$ cat src/hdl/pcr_pkg.sv
// Package holding offsets, field positions and reset values of the counter array registers.
package pcr_pkg;
  localparam int unsigned NUM_MODULES = 6;
  localparam logic [7:0] ADDR_CNT_LOW  = 8'hf9;
  localparam logic [7:0] ADDR_CNT_HIGH = 8'hfa;
  localparam logic [7:0] ADDR_PWM_CFG  = 8'hd9;
  localparam logic [7:0] ADDR_MD       = 8'hd8;
  localparam logic [7:0] ADDR_M5_MODE  = 8'hce;
  localparam logic [7:0] ADDR_CP_LOW [0:5] = '{8'hfb, 8'he9, 8'heb, 8'hed, 8'hfd, 8'hd2};
  localparam logic [7:0] ADDR_CP_HIGH[0:5] = '{8'hfc, 8'hea, 8'hec, 8'hee, 8'hfe, 8'hd3};
  localparam logic [7:0] ADDR_MODE   [0:5] = '{8'hda, 8'hdb, 8'hdc, 8'hdd, 8'hde, 8'hce};
  localparam int unsigned MODE_WIDE_BIT = 7;
  localparam int unsigned MODE_ECOM_BIT = 6;
  localparam int unsigned MODE_PWM_BIT  = 1;
  localparam int unsigned PWM_AUTORELOAD_SELECT_BIT = 7;
  localparam int unsigned MD_WATCHDOG_ENABLE_BIT_BIT   = 6;
  localparam logic [7:0] RESET_BYTE  = 8'h00;
  localparam logic [7:0] RESET_MD    = 8'h40;
  localparam logic [1:0] CYCLE_LENGTH_FIELD_8     = 2'h0;
  localparam logic [1:0] CYCLE_LENGTH_FIELD_9     = 2'h1;
  localparam logic [1:0] CYCLE_LENGTH_FIELD_10    = 2'h2;
endpackage

$ cat src/hdl/pcr_match.sv
// Comparator of one module against the counter with cycle length masking.
`timescale 1ns/100ps
`default_nettype none
module pcr_match (
  input  wire logic [15:0] count_val,
  input  wire logic [15:0] compare_val,
  input  wire logic        enable,
  input  wire logic        wide_pwm,
  input  wire logic [1:0]  cycle_len,
  output logic             hit
);
  logic [15:0] mask;

  // A wide module compares all bits; otherwise the cycle length picks 8 to 11.
  always_comb begin
    if (wide_pwm) begin
      mask = 16'hffff;
    end else begin
      case (cycle_len)
        pcr_pkg::CYCLE_LENGTH_FIELD_8:  mask = 16'h00ff;
        pcr_pkg::CYCLE_LENGTH_FIELD_9:  mask = 16'h01ff;
        pcr_pkg::CYCLE_LENGTH_FIELD_10: mask = 16'h03ff;
        default:           mask = 16'h07ff;
      endcase
    end
  end

  assign hit = enable && ((count_val & mask) == (compare_val & mask));
endmodule
`default_nettype wire

$ cat src/hdl/pcr_regs.sv
// Counter and capture/compare register file of the programmable counter array.
`timescale 1ns/100ps
`default_nettype none

////////////////////////////////////////////////////////////////////////////////
// Summary of operation
// - A 16-bit counter whose low byte is readable, writable and resets to zero.
// - High byte reads return a snapshot loaded only when the low byte is read.
// - Low byte writes are ignored while the watchdog enable bit is one.
// - High byte writes are ignored while the watchdog enable bit is one.
// - Six modules each hold a 16-bit compare value in low and high bytes.
// - The same addresses also reach each module's auto-reload value.
// - The auto-reload select bit steers module compare byte accesses to reload values.
// - Writing a module low compare byte clears its comparator enable.
// - Writing a module high compare byte sets its comparator enable.
// - A set comparator enable lets that module compare against the counter.
// - With watchdog enabled, module five's mode register is write protected.
// - Cycle length field picks 8, 9, 10 or 11 bits for narrow PWM.
module pcr_regs #(
  parameter int unsigned MODULES = pcr_pkg::NUM_MODULES
) (
  input  wire logic               clk,
  input  wire logic               sys_rst,
  input  wire logic               clk_en,
  input  wire logic               count_tick,
  input  wire logic [7:0]         sfr_addr,
  input  wire logic [7:0]         sfr_wdata,
  input  wire logic               sfr_wr,
  input  wire logic               sfr_rd,
  output logic      [7:0]         sfr_rdata,
  output logic      [MODULES-1:0] match_hit,
  output logic                    watchdog_active
);
  logic [15:0] count_q;
  logic [15:0] count_d;
  logic [7:0]  snap_q;
  logic [7:0]  pwm_cfg_q;
  logic [7:0]  md_q;
  logic [15:0] cp_q     [MODULES];
  logic [15:0] reload_q [MODULES];
  logic [7:0]  mode_q   [MODULES];
  logic [7:0]  rdata_d;
  logic [MODULES-1:0] hit_low;
  logic [MODULES-1:0] hit_high;
  logic [MODULES-1:0] hit_mode;

  wire watchdog_enable_bit     = md_q[pcr_pkg::MD_WATCHDOG_ENABLE_BIT_BIT];
  wire autoreload_select    = pwm_cfg_q[pcr_pkg::PWM_AUTORELOAD_SELECT_BIT];
  wire wr_low   = sfr_wr && (sfr_addr == pcr_pkg::ADDR_CNT_LOW) && !watchdog_enable_bit;
  wire wr_high  = sfr_wr && (sfr_addr == pcr_pkg::ADDR_CNT_HIGH) && !watchdog_enable_bit;
  wire rd_low   = sfr_rd && (sfr_addr == pcr_pkg::ADDR_CNT_LOW);
  wire wr_pwm   = sfr_wr && (sfr_addr == pcr_pkg::ADDR_PWM_CFG);
  wire wr_md    = sfr_wr && (sfr_addr == pcr_pkg::ADDR_MD);

  ////////////////////////////////////////////////////////////////////////////////
  // Address decode of the per-module bytes.
  genvar g;
  generate
    for (g = 0; g < MODULES; g++) begin : g_dec
      assign hit_low[g]  = (sfr_addr == pcr_pkg::ADDR_CP_LOW[g]);
      assign hit_high[g] = (sfr_addr == pcr_pkg::ADDR_CP_HIGH[g]);
      assign hit_mode[g] = (sfr_addr == pcr_pkg::ADDR_MODE[g]);
      pcr_match u_match (
        .count_val   (count_q),
        .compare_val (cp_q[g]),
        .enable      (mode_q[g][pcr_pkg::MODE_ECOM_BIT]),
        .wide_pwm    (mode_q[g][pcr_pkg::MODE_WIDE_BIT]),
        .cycle_len   (pwm_cfg_q[1:0]),
        .hit         (match_hit[g])
      );
    end
  endgenerate

  ////////////////////////////////////////////////////////////////////////////////
  // Counter: software byte writes override the tick in the same cycle.
  always_comb begin
    count_d = count_q;
    if (count_tick) begin
      count_d = count_q + 16'h0001;
    end
    if (wr_low) begin
      count_d[7:0] = sfr_wdata;
    end
    if (wr_high) begin
      count_d[15:8] = sfr_wdata;
    end
  end

  always_ff @(posedge clk or posedge sys_rst) begin
    if (sys_rst) begin
      count_q   <= 16'h0000;
      snap_q    <= pcr_pkg::RESET_BYTE;
      pwm_cfg_q <= pcr_pkg::RESET_BYTE;
      md_q      <= pcr_pkg::RESET_MD;
    end else if (clk_en) begin
      count_q <= count_d;
      if (rd_low) begin
        snap_q <= count_q[15:8];
      end
      if (wr_pwm) begin
        pwm_cfg_q <= sfr_wdata;
      end
      if (wr_md) begin
        md_q <= sfr_wdata;
      end
    end
  end

  ////////////////////////////////////////////////////////////////////////////////
  // Module registers; the select bit aliases compare and reload storage.
  always_ff @(posedge clk or posedge sys_rst) begin
    if (sys_rst) begin
      for (int i = 0; i < MODULES; i++) begin
        cp_q[i]     <= 16'h0000;
        reload_q[i] <= 16'h0000;
        mode_q[i]   <= pcr_pkg::RESET_BYTE;
      end
    end else if (clk_en && sfr_wr) begin
      for (int i = 0; i < MODULES; i++) begin
        if (hit_low[i]) begin
          if (autoreload_select) begin
            reload_q[i][7:0] <= sfr_wdata;
          end else begin
            cp_q[i][7:0] <= sfr_wdata;
            mode_q[i][pcr_pkg::MODE_ECOM_BIT] <= 1'b0;
          end
        end
        if (hit_high[i]) begin
          if (autoreload_select) begin
            reload_q[i][15:8] <= sfr_wdata;
          end else begin
            cp_q[i][15:8] <= sfr_wdata;
            mode_q[i][pcr_pkg::MODE_ECOM_BIT] <= 1'b1;
          end
        end
        // Module five is guarded because it is the watchdog while enabled.
        if (hit_mode[i] && !(i == MODULES - 1 && watchdog_enable_bit)) begin
          mode_q[i] <= sfr_wdata;
        end
      end
    end
  end

  ////////////////////////////////////////////////////////////////////////////////
  // Read data mux.
  always_comb begin
    rdata_d = 8'h00;
    if (sfr_addr == pcr_pkg::ADDR_CNT_LOW) rdata_d = count_q[7:0];
    if (sfr_addr == pcr_pkg::ADDR_CNT_HIGH) rdata_d = snap_q;
    if (sfr_addr == pcr_pkg::ADDR_PWM_CFG) rdata_d = pwm_cfg_q;
    if (sfr_addr == pcr_pkg::ADDR_MD) rdata_d = md_q;
    for (int i = 0; i < MODULES; i++) begin
      if (hit_low[i]) rdata_d = autoreload_select ? reload_q[i][7:0] : cp_q[i][7:0];
      if (hit_high[i]) rdata_d = autoreload_select ? reload_q[i][15:8] : cp_q[i][15:8];
      if (hit_mode[i]) rdata_d = mode_q[i];
    end
  end

  assign sfr_rdata = rdata_d;
  assign watchdog_active = watchdog_enable_bit;

  ////////////////////////////////////////////////////////////////////////////////
  // Checks.
  wire [15:0] m0_cp = cp_q[0];

  cnt_lock_a: assert property (@(posedge clk) disable iff (sys_rst)
    (clk_en && sfr_wr && sfr_addr == pcr_pkg::ADDR_CNT_LOW && watchdog_enable_bit && !count_tick)
      |=> count_q[7:0] == $past(count_q[7:0]))
    else $error("Counter low byte changed while locked.");
  hi_lock_a: assert property (@(posedge clk) disable iff (sys_rst)
    (clk_en && sfr_wr && sfr_addr == pcr_pkg::ADDR_CNT_HIGH && watchdog_enable_bit && !count_tick)
      |=> count_q[15:8] == $past(count_q[15:8]))
    else $error("Counter high byte changed while locked.");
  snap_load_a: assert property (@(posedge clk) disable iff (sys_rst)
    (clk_en && rd_low) |=> snap_q == $past(count_q[15:8]))
    else $error("Snapshot not loaded on low byte read.");
  snap_hold_a: assert property (@(posedge clk) disable iff (sys_rst)
    !(clk_en && rd_low) |=> $stable(snap_q))
    else $error("Snapshot changed without low byte read.");
  cnt_inc_a: assert property (@(posedge clk) disable iff (sys_rst)
    (clk_en && count_tick && !wr_low && !wr_high) |=> count_q == $past(count_q) + 16'h0001)
    else $error("Counter did not increment.");
  cnt_win_a: assert property (@(posedge clk) disable iff (sys_rst)
    (clk_en && wr_low) |=> count_q[7:0] == $past(sfr_wdata))
    else $error("Software write lost to tick.");
  ecom_clr_a: assert property (@(posedge clk) disable iff (sys_rst)
    (clk_en && sfr_wr && !autoreload_select && hit_low[0]) |=> !mode_q[0][pcr_pkg::MODE_ECOM_BIT])
    else $error("Low byte write did not clear enable.");
  ecom_set_a: assert property (@(posedge clk) disable iff (sys_rst)
    (clk_en && sfr_wr && !autoreload_select && hit_high[0]) |=> mode_q[0][pcr_pkg::MODE_ECOM_BIT])
    else $error("High byte write did not set enable.");
  alias_a: assert property (@(posedge clk) disable iff (sys_rst)
    (clk_en && sfr_wr && autoreload_select && hit_low[0]) |=> $stable(m0_cp))
    else $error("Reload write altered compare value.");
  m5_lock_a: assert property (@(posedge clk) disable iff (sys_rst)
    (clk_en && sfr_wr && hit_mode[MODULES-1] && watchdog_enable_bit) |=> $stable(mode_q[MODULES-1]))
    else $error("Module five mode changed under watchdog.");
  low_read_a: assert property (@(posedge clk) disable iff (sys_rst)
    (sfr_addr == pcr_pkg::ADDR_CNT_LOW) |-> sfr_rdata == count_q[7:0])
    else $error("Counter low byte read wrong.");
  snap_read_a: assert property (@(posedge clk) disable iff (sys_rst)
    (sfr_addr == pcr_pkg::ADDR_CNT_HIGH) |-> sfr_rdata == snap_q)
    else $error("High byte read did not return snapshot.");
  cp_write_a: assert property (@(posedge clk) disable iff (sys_rst)
    (clk_en && sfr_wr && !autoreload_select && hit_low[0]) |=> cp_q[0][7:0] == $past(sfr_wdata))
    else $error("Compare low byte write lost.");
  reload_write_a: assert property (@(posedge clk) disable iff (sys_rst)
    (clk_en && sfr_wr && autoreload_select && hit_low[0]) |=> reload_q[0][7:0] == $past(sfr_wdata))
    else $error("Reload low byte write lost.");
  hit_off_a: assert property (@(posedge clk) disable iff (sys_rst)
    !mode_q[0][pcr_pkg::MODE_ECOM_BIT] |-> !match_hit[0])
    else $error("Match raised with comparator disabled.");
  freeze_a: assert property (@(posedge clk) disable iff (sys_rst)
    !clk_en |=> $stable(count_q))
    else $error("Counter moved while clock enable low.");
endmodule
`default_nettype wire

$ cat config.mk
export PLATFORM = sky130hd
export DESIGN_NAME = pcr_regs
export DESIGN_NICKNAME = d
export VERILOG_FILES = /design/src/hdl/pcr_pkg.sv /design/src/hdl/pcr_match.sv /design/src/hdl/pcr_regs.sv
export SDC_FILE = /design/constraint.sdc
export NUM_CORES = 1
export LEC_CHECK = 0
export BUFFER_PORTS_ARGS = -buffer_cell sky130_fd_sc_hd__buf_4
export CORE_ASPECT_RATIO = 1.25
export CORE_MARGIN = 3
export CORE_UTILIZATION = 45
export DETAILED_ROUTE_END_ITERATION = 8
export SLEW_MARGIN = 20
export SYNTH_ARGS = -nofsm -noshare
export SYNTH_HDL_FRONTEND = slang
export SYNTH_SLANG_ARGS = --single-unit
$ cat constraint.sdc
create_clock -name clk -period 26 [get_ports clk]
set_input_delay 2.6 -clock clk [delete_from_list [all_inputs] [get_ports clk]]
set_output_delay 2.6 -clock clk [all_outputs]
set_load 0.005 [all_outputs]
==> flow_summary.toml <==
[status]
status = "finished, final reports clean"

[drt]
detail_route.first_pass.iterations = 7
routed_wl_um = 53820
avgViaCountPerCell = 6.497
num_vias = 11790
drcViolationCount = 0
drtIter0Drc = 1189
ant_nets = 0
wire_per_inst_um = 29.67

[yosys]
synth_top_area_share_pct = 45.33
synth_top_family_by_area = "multiplexers"
synth.net_count = 1421
yosys.area_share.simple_pct = 9.594
syn-cell-area_um2 = 15400
avgSynthCellArea_um2 = 11.02
synth_area_leader_cell = "dfrtp_1"
synthCells = 1398
async_reset_ff_share_pct = 100.0
synth_fa_ha_area_share_pct = 0.08123
synth-xor-area-share_pct = 5.459
yosys_warnings = 0
ys_seq_area_share_pct = 45.50
synth_edf_count = 0
ys_top_cells_by_area = "dfrtp_1, mux2_2, mux2i_1"
synthDistinctLibCells = 70
ys_seq_elements = 280
synth_compound_area_share_pct = 12.10
synthMuxAreaShare_pct = 23.55
synth_flop_cell = "dfrtp_1"

[setup_path]
setup.worst_path.end_class = "output port"
path_class = "input pin to output port"
slowest_delay_ps = 820
path_cells = "buf_4 -> nand4b_2 -> nor2_1 -> a21oi_1 -> o211ai_1 -> a31oi_1 -> o41a_1 -> buf_4"
cp_slowest_cell = "nor2_1"
worst_path_most_repeated_cell = "buf_4"
critPathLaunchType = "input pin"
arrival_ps = 5670
cp_max_fo = 38
worst-path-buf-inv = 2
crit_required_ps = 23400
cpLargestDelayFamily = "simple AND/OR/NAND/NOR gates"
crit-reg2reg-launch = "pwm_cfg_q[7]"
cp-startpoint = "sfr_addr[0]"

[grt]
antenna_found_initial = 1
first_global_vias = 11880
overflow = 0
grt_max_degree = 79
grtUsageTotal_pct = 29.50
grt_pass1_wl_um = 79820

[die]
rows = 75
die-area_um2 = 36500
die_w_um = 171.5
die_y_um = 212.8
start_util_pct = 45.72
pin_count = 37
coreArea_um2 = 33690

[cts]
cts_buffer_depth = 3
post-cts-setup-buffer-count = 0
cts_tree = "done"
cts-root-buf = "clkbuf_16"
htree_num_levels = 1
clkSinkCount = 280
cts_hold_buf = 0
cts_buffers = 31
clk_pin_slew_ps = 60
cts_resized = 0
clk_latency_ps = 580

[layout]
n_fill_cell = 3099
multi_input_area_um2 = 7821
synthToLayoutAreaGrowth_pct = 8.960
regArea_um2 = 7012
drive_above_1_share_pct = 27.12
postLayoutCoreUtil_pct = 49.82
final_nets = 1391

[job]
drv_cap = 0

[timing]
tns_ps = 0
setup_viol = 0
hold_violations = 0
clock.fmax_mhz = 121.0
fin_crit_ps = 8266
max_slew_margin_pct = 30.52
tightest_slew_ps = 1038
period_share_pct = 31.79
rsz0062_at_grt = "no"
skew_ps = 8.732
drv_slew = 0

[placement]
io_buffers = 36
dp_hpwl_um = 36250
place_congestion = 0.9552

[hold_path]
min_path_type = "register to register"
hp-start = "pwm_cfg_q[6]"

[pwr]
power_density_nw_per_um2 = 61.36
ir_drop_mv = 0.04884
leakage_nw = 8.114
==> cell usage in the layout (no fill, tap or decap), drive strengths merged, types with 4 or more instances in the layout <==
cell	synthesis	routed
nor4	12	12
and3	7	7
inv	14	15
o22ai	54	54
nand4	14	14
nand4b	5	5
nand2b	8	8
clkinvlp	0	5
o21ai	53	53
o211ai	6	6
a221oi	16	16
nor3	18	18
nor2b	9	9
a22oi	21	21
a22o	12	12
clkinv	1	4
o221ai	10	10
o2111ai	11	11
or3	4	4
xnor2	39	39
nand2	96	96
a2111oi	4	4
nor2	55	55
dfrtp	279	279
xor2	57	57
a21o	6	6
nand3	33	33
a21oi	56	56
mux2i	80	80
buf	52	52
mux2	251	251
a211oi	5	5
clkbuf	63	46
==> metrics by stage <==
stage	instances	power (W)	instance area (um^2)	hold WS [ps]	setup WS [ps]
6_report	1814	0.001030	16780	500.4	17730
5_1_grt	1813	0.001064	16780	514.8	17590
4_1_cts	1813	0.001036	16780	500.7	17750
3_5_place_dp	1758	0.0006137	15820	486.1	17770
3_3_place_gp	1758	0.0006124	15820	481.6	17810
2_1_floorplan	1398	0.0005559	15400	450.2	15680
==> cells in the mapped netlist, drive strengths merged, types with 14 or more instances <==
cell type	number
a21oi	56
a221oi	16
a22oi	21
buf	52
clkbuf	63
dfrtp	279
inv	14
mux2	251
mux2i	80
nand2	96
nand3	33
nand4	14
nor2	55
nor3	18
o21ai	53
o22ai	54
xnor2	39
xor2	57
==> final cells by class <==
| type | count | share of cell area (%) |
|---|---|---|
| multi-input combinational | 988 | 46.60 |
| sequential | 280 | 41.78 |
| clock buffer | 46 | 5.375 |
| tap | 423 | 3.154 |
| timing repair buffer | 52 | 2.326 |
| inverter | 15 | 0.3802 |
| clock inverter | 9 | 0.3653 |
| antenna | 1 | 0.01491 |
==> per-layer routing <==
| metal | part of all wire, % | vias up | track usage [%] |
|---|---|---|---|
| met5 | 0 | - | 0 |
| met1 | 43 | 6153 | 40.81 |
| met3 | 6.6 | 105 | 4.352 |
| met4 | 3.3 | 0 | 10.13 |
| met2 | 48 | 458 | 47.63 |
| li1 | - | 5069 | - |
==> worst register-to-register path: cells and delay by family, from the launching register on <==
| kind | cells | cell delay [ps] |
|---|---|---|
| and+or+nand+nor | 3 | 1490 |
| buffers and inverters | 2 | 1280 |
| muxes | 1 | 410 |
| DFF | 1 | 850 |
==> kinds of logic (layout without fill, tap and decap cells) <==
logic type                 count (synthesis)  count (layout)
muxes                                    331             331
adders and majority gates                  1               1
DFF                                      280             280
xor gates and xnor gates                  96              96
other                                      0               1
and+or+nand+nor                          279             279
AOI/OAI and AO/OA                        281             281
buffers and inverters                    130             122
==> worst paths after layout <==
path	to	slack (ps)	cells after the start
min in group asynchronous	reload_q[51]	2070	2
worst min-delay path	pwm_cfg_q[6]	500	1
worst max-delay path	sfr_rdata[7]	17730	8
worst max register to register	reload_q[62]	21850	6
worst min register to register	pwm_cfg_q[6]	500	1
max in group asynchronous	cp_q[7]	21810	4
==> power by group <==
part | leakage [nW] | internal [W] | total, W | switching (W)
sequential | 3.86 | 0.000448 | 0.000489 | 0.0000414
clock | 0.459 | 0.000238 | 0.000422 | 0.000183
combinational | 3.79 | 0.0000449 | 0.000119 | 0.0000739
==> registers in the layout, indices dropped and copies added, names as in the netlist, named ones only <==
| signal | count |
|---|---|
| md_q | 8 |
| mode_q | 42 |
| pwm_cfg_q | 8 |
| m0_cp | 16 |
| reload_q | 96 |
| count_q | 16 |
| cp_q | 80 |
| snap_q | 8 |
(Power assumes the default switching activity.)
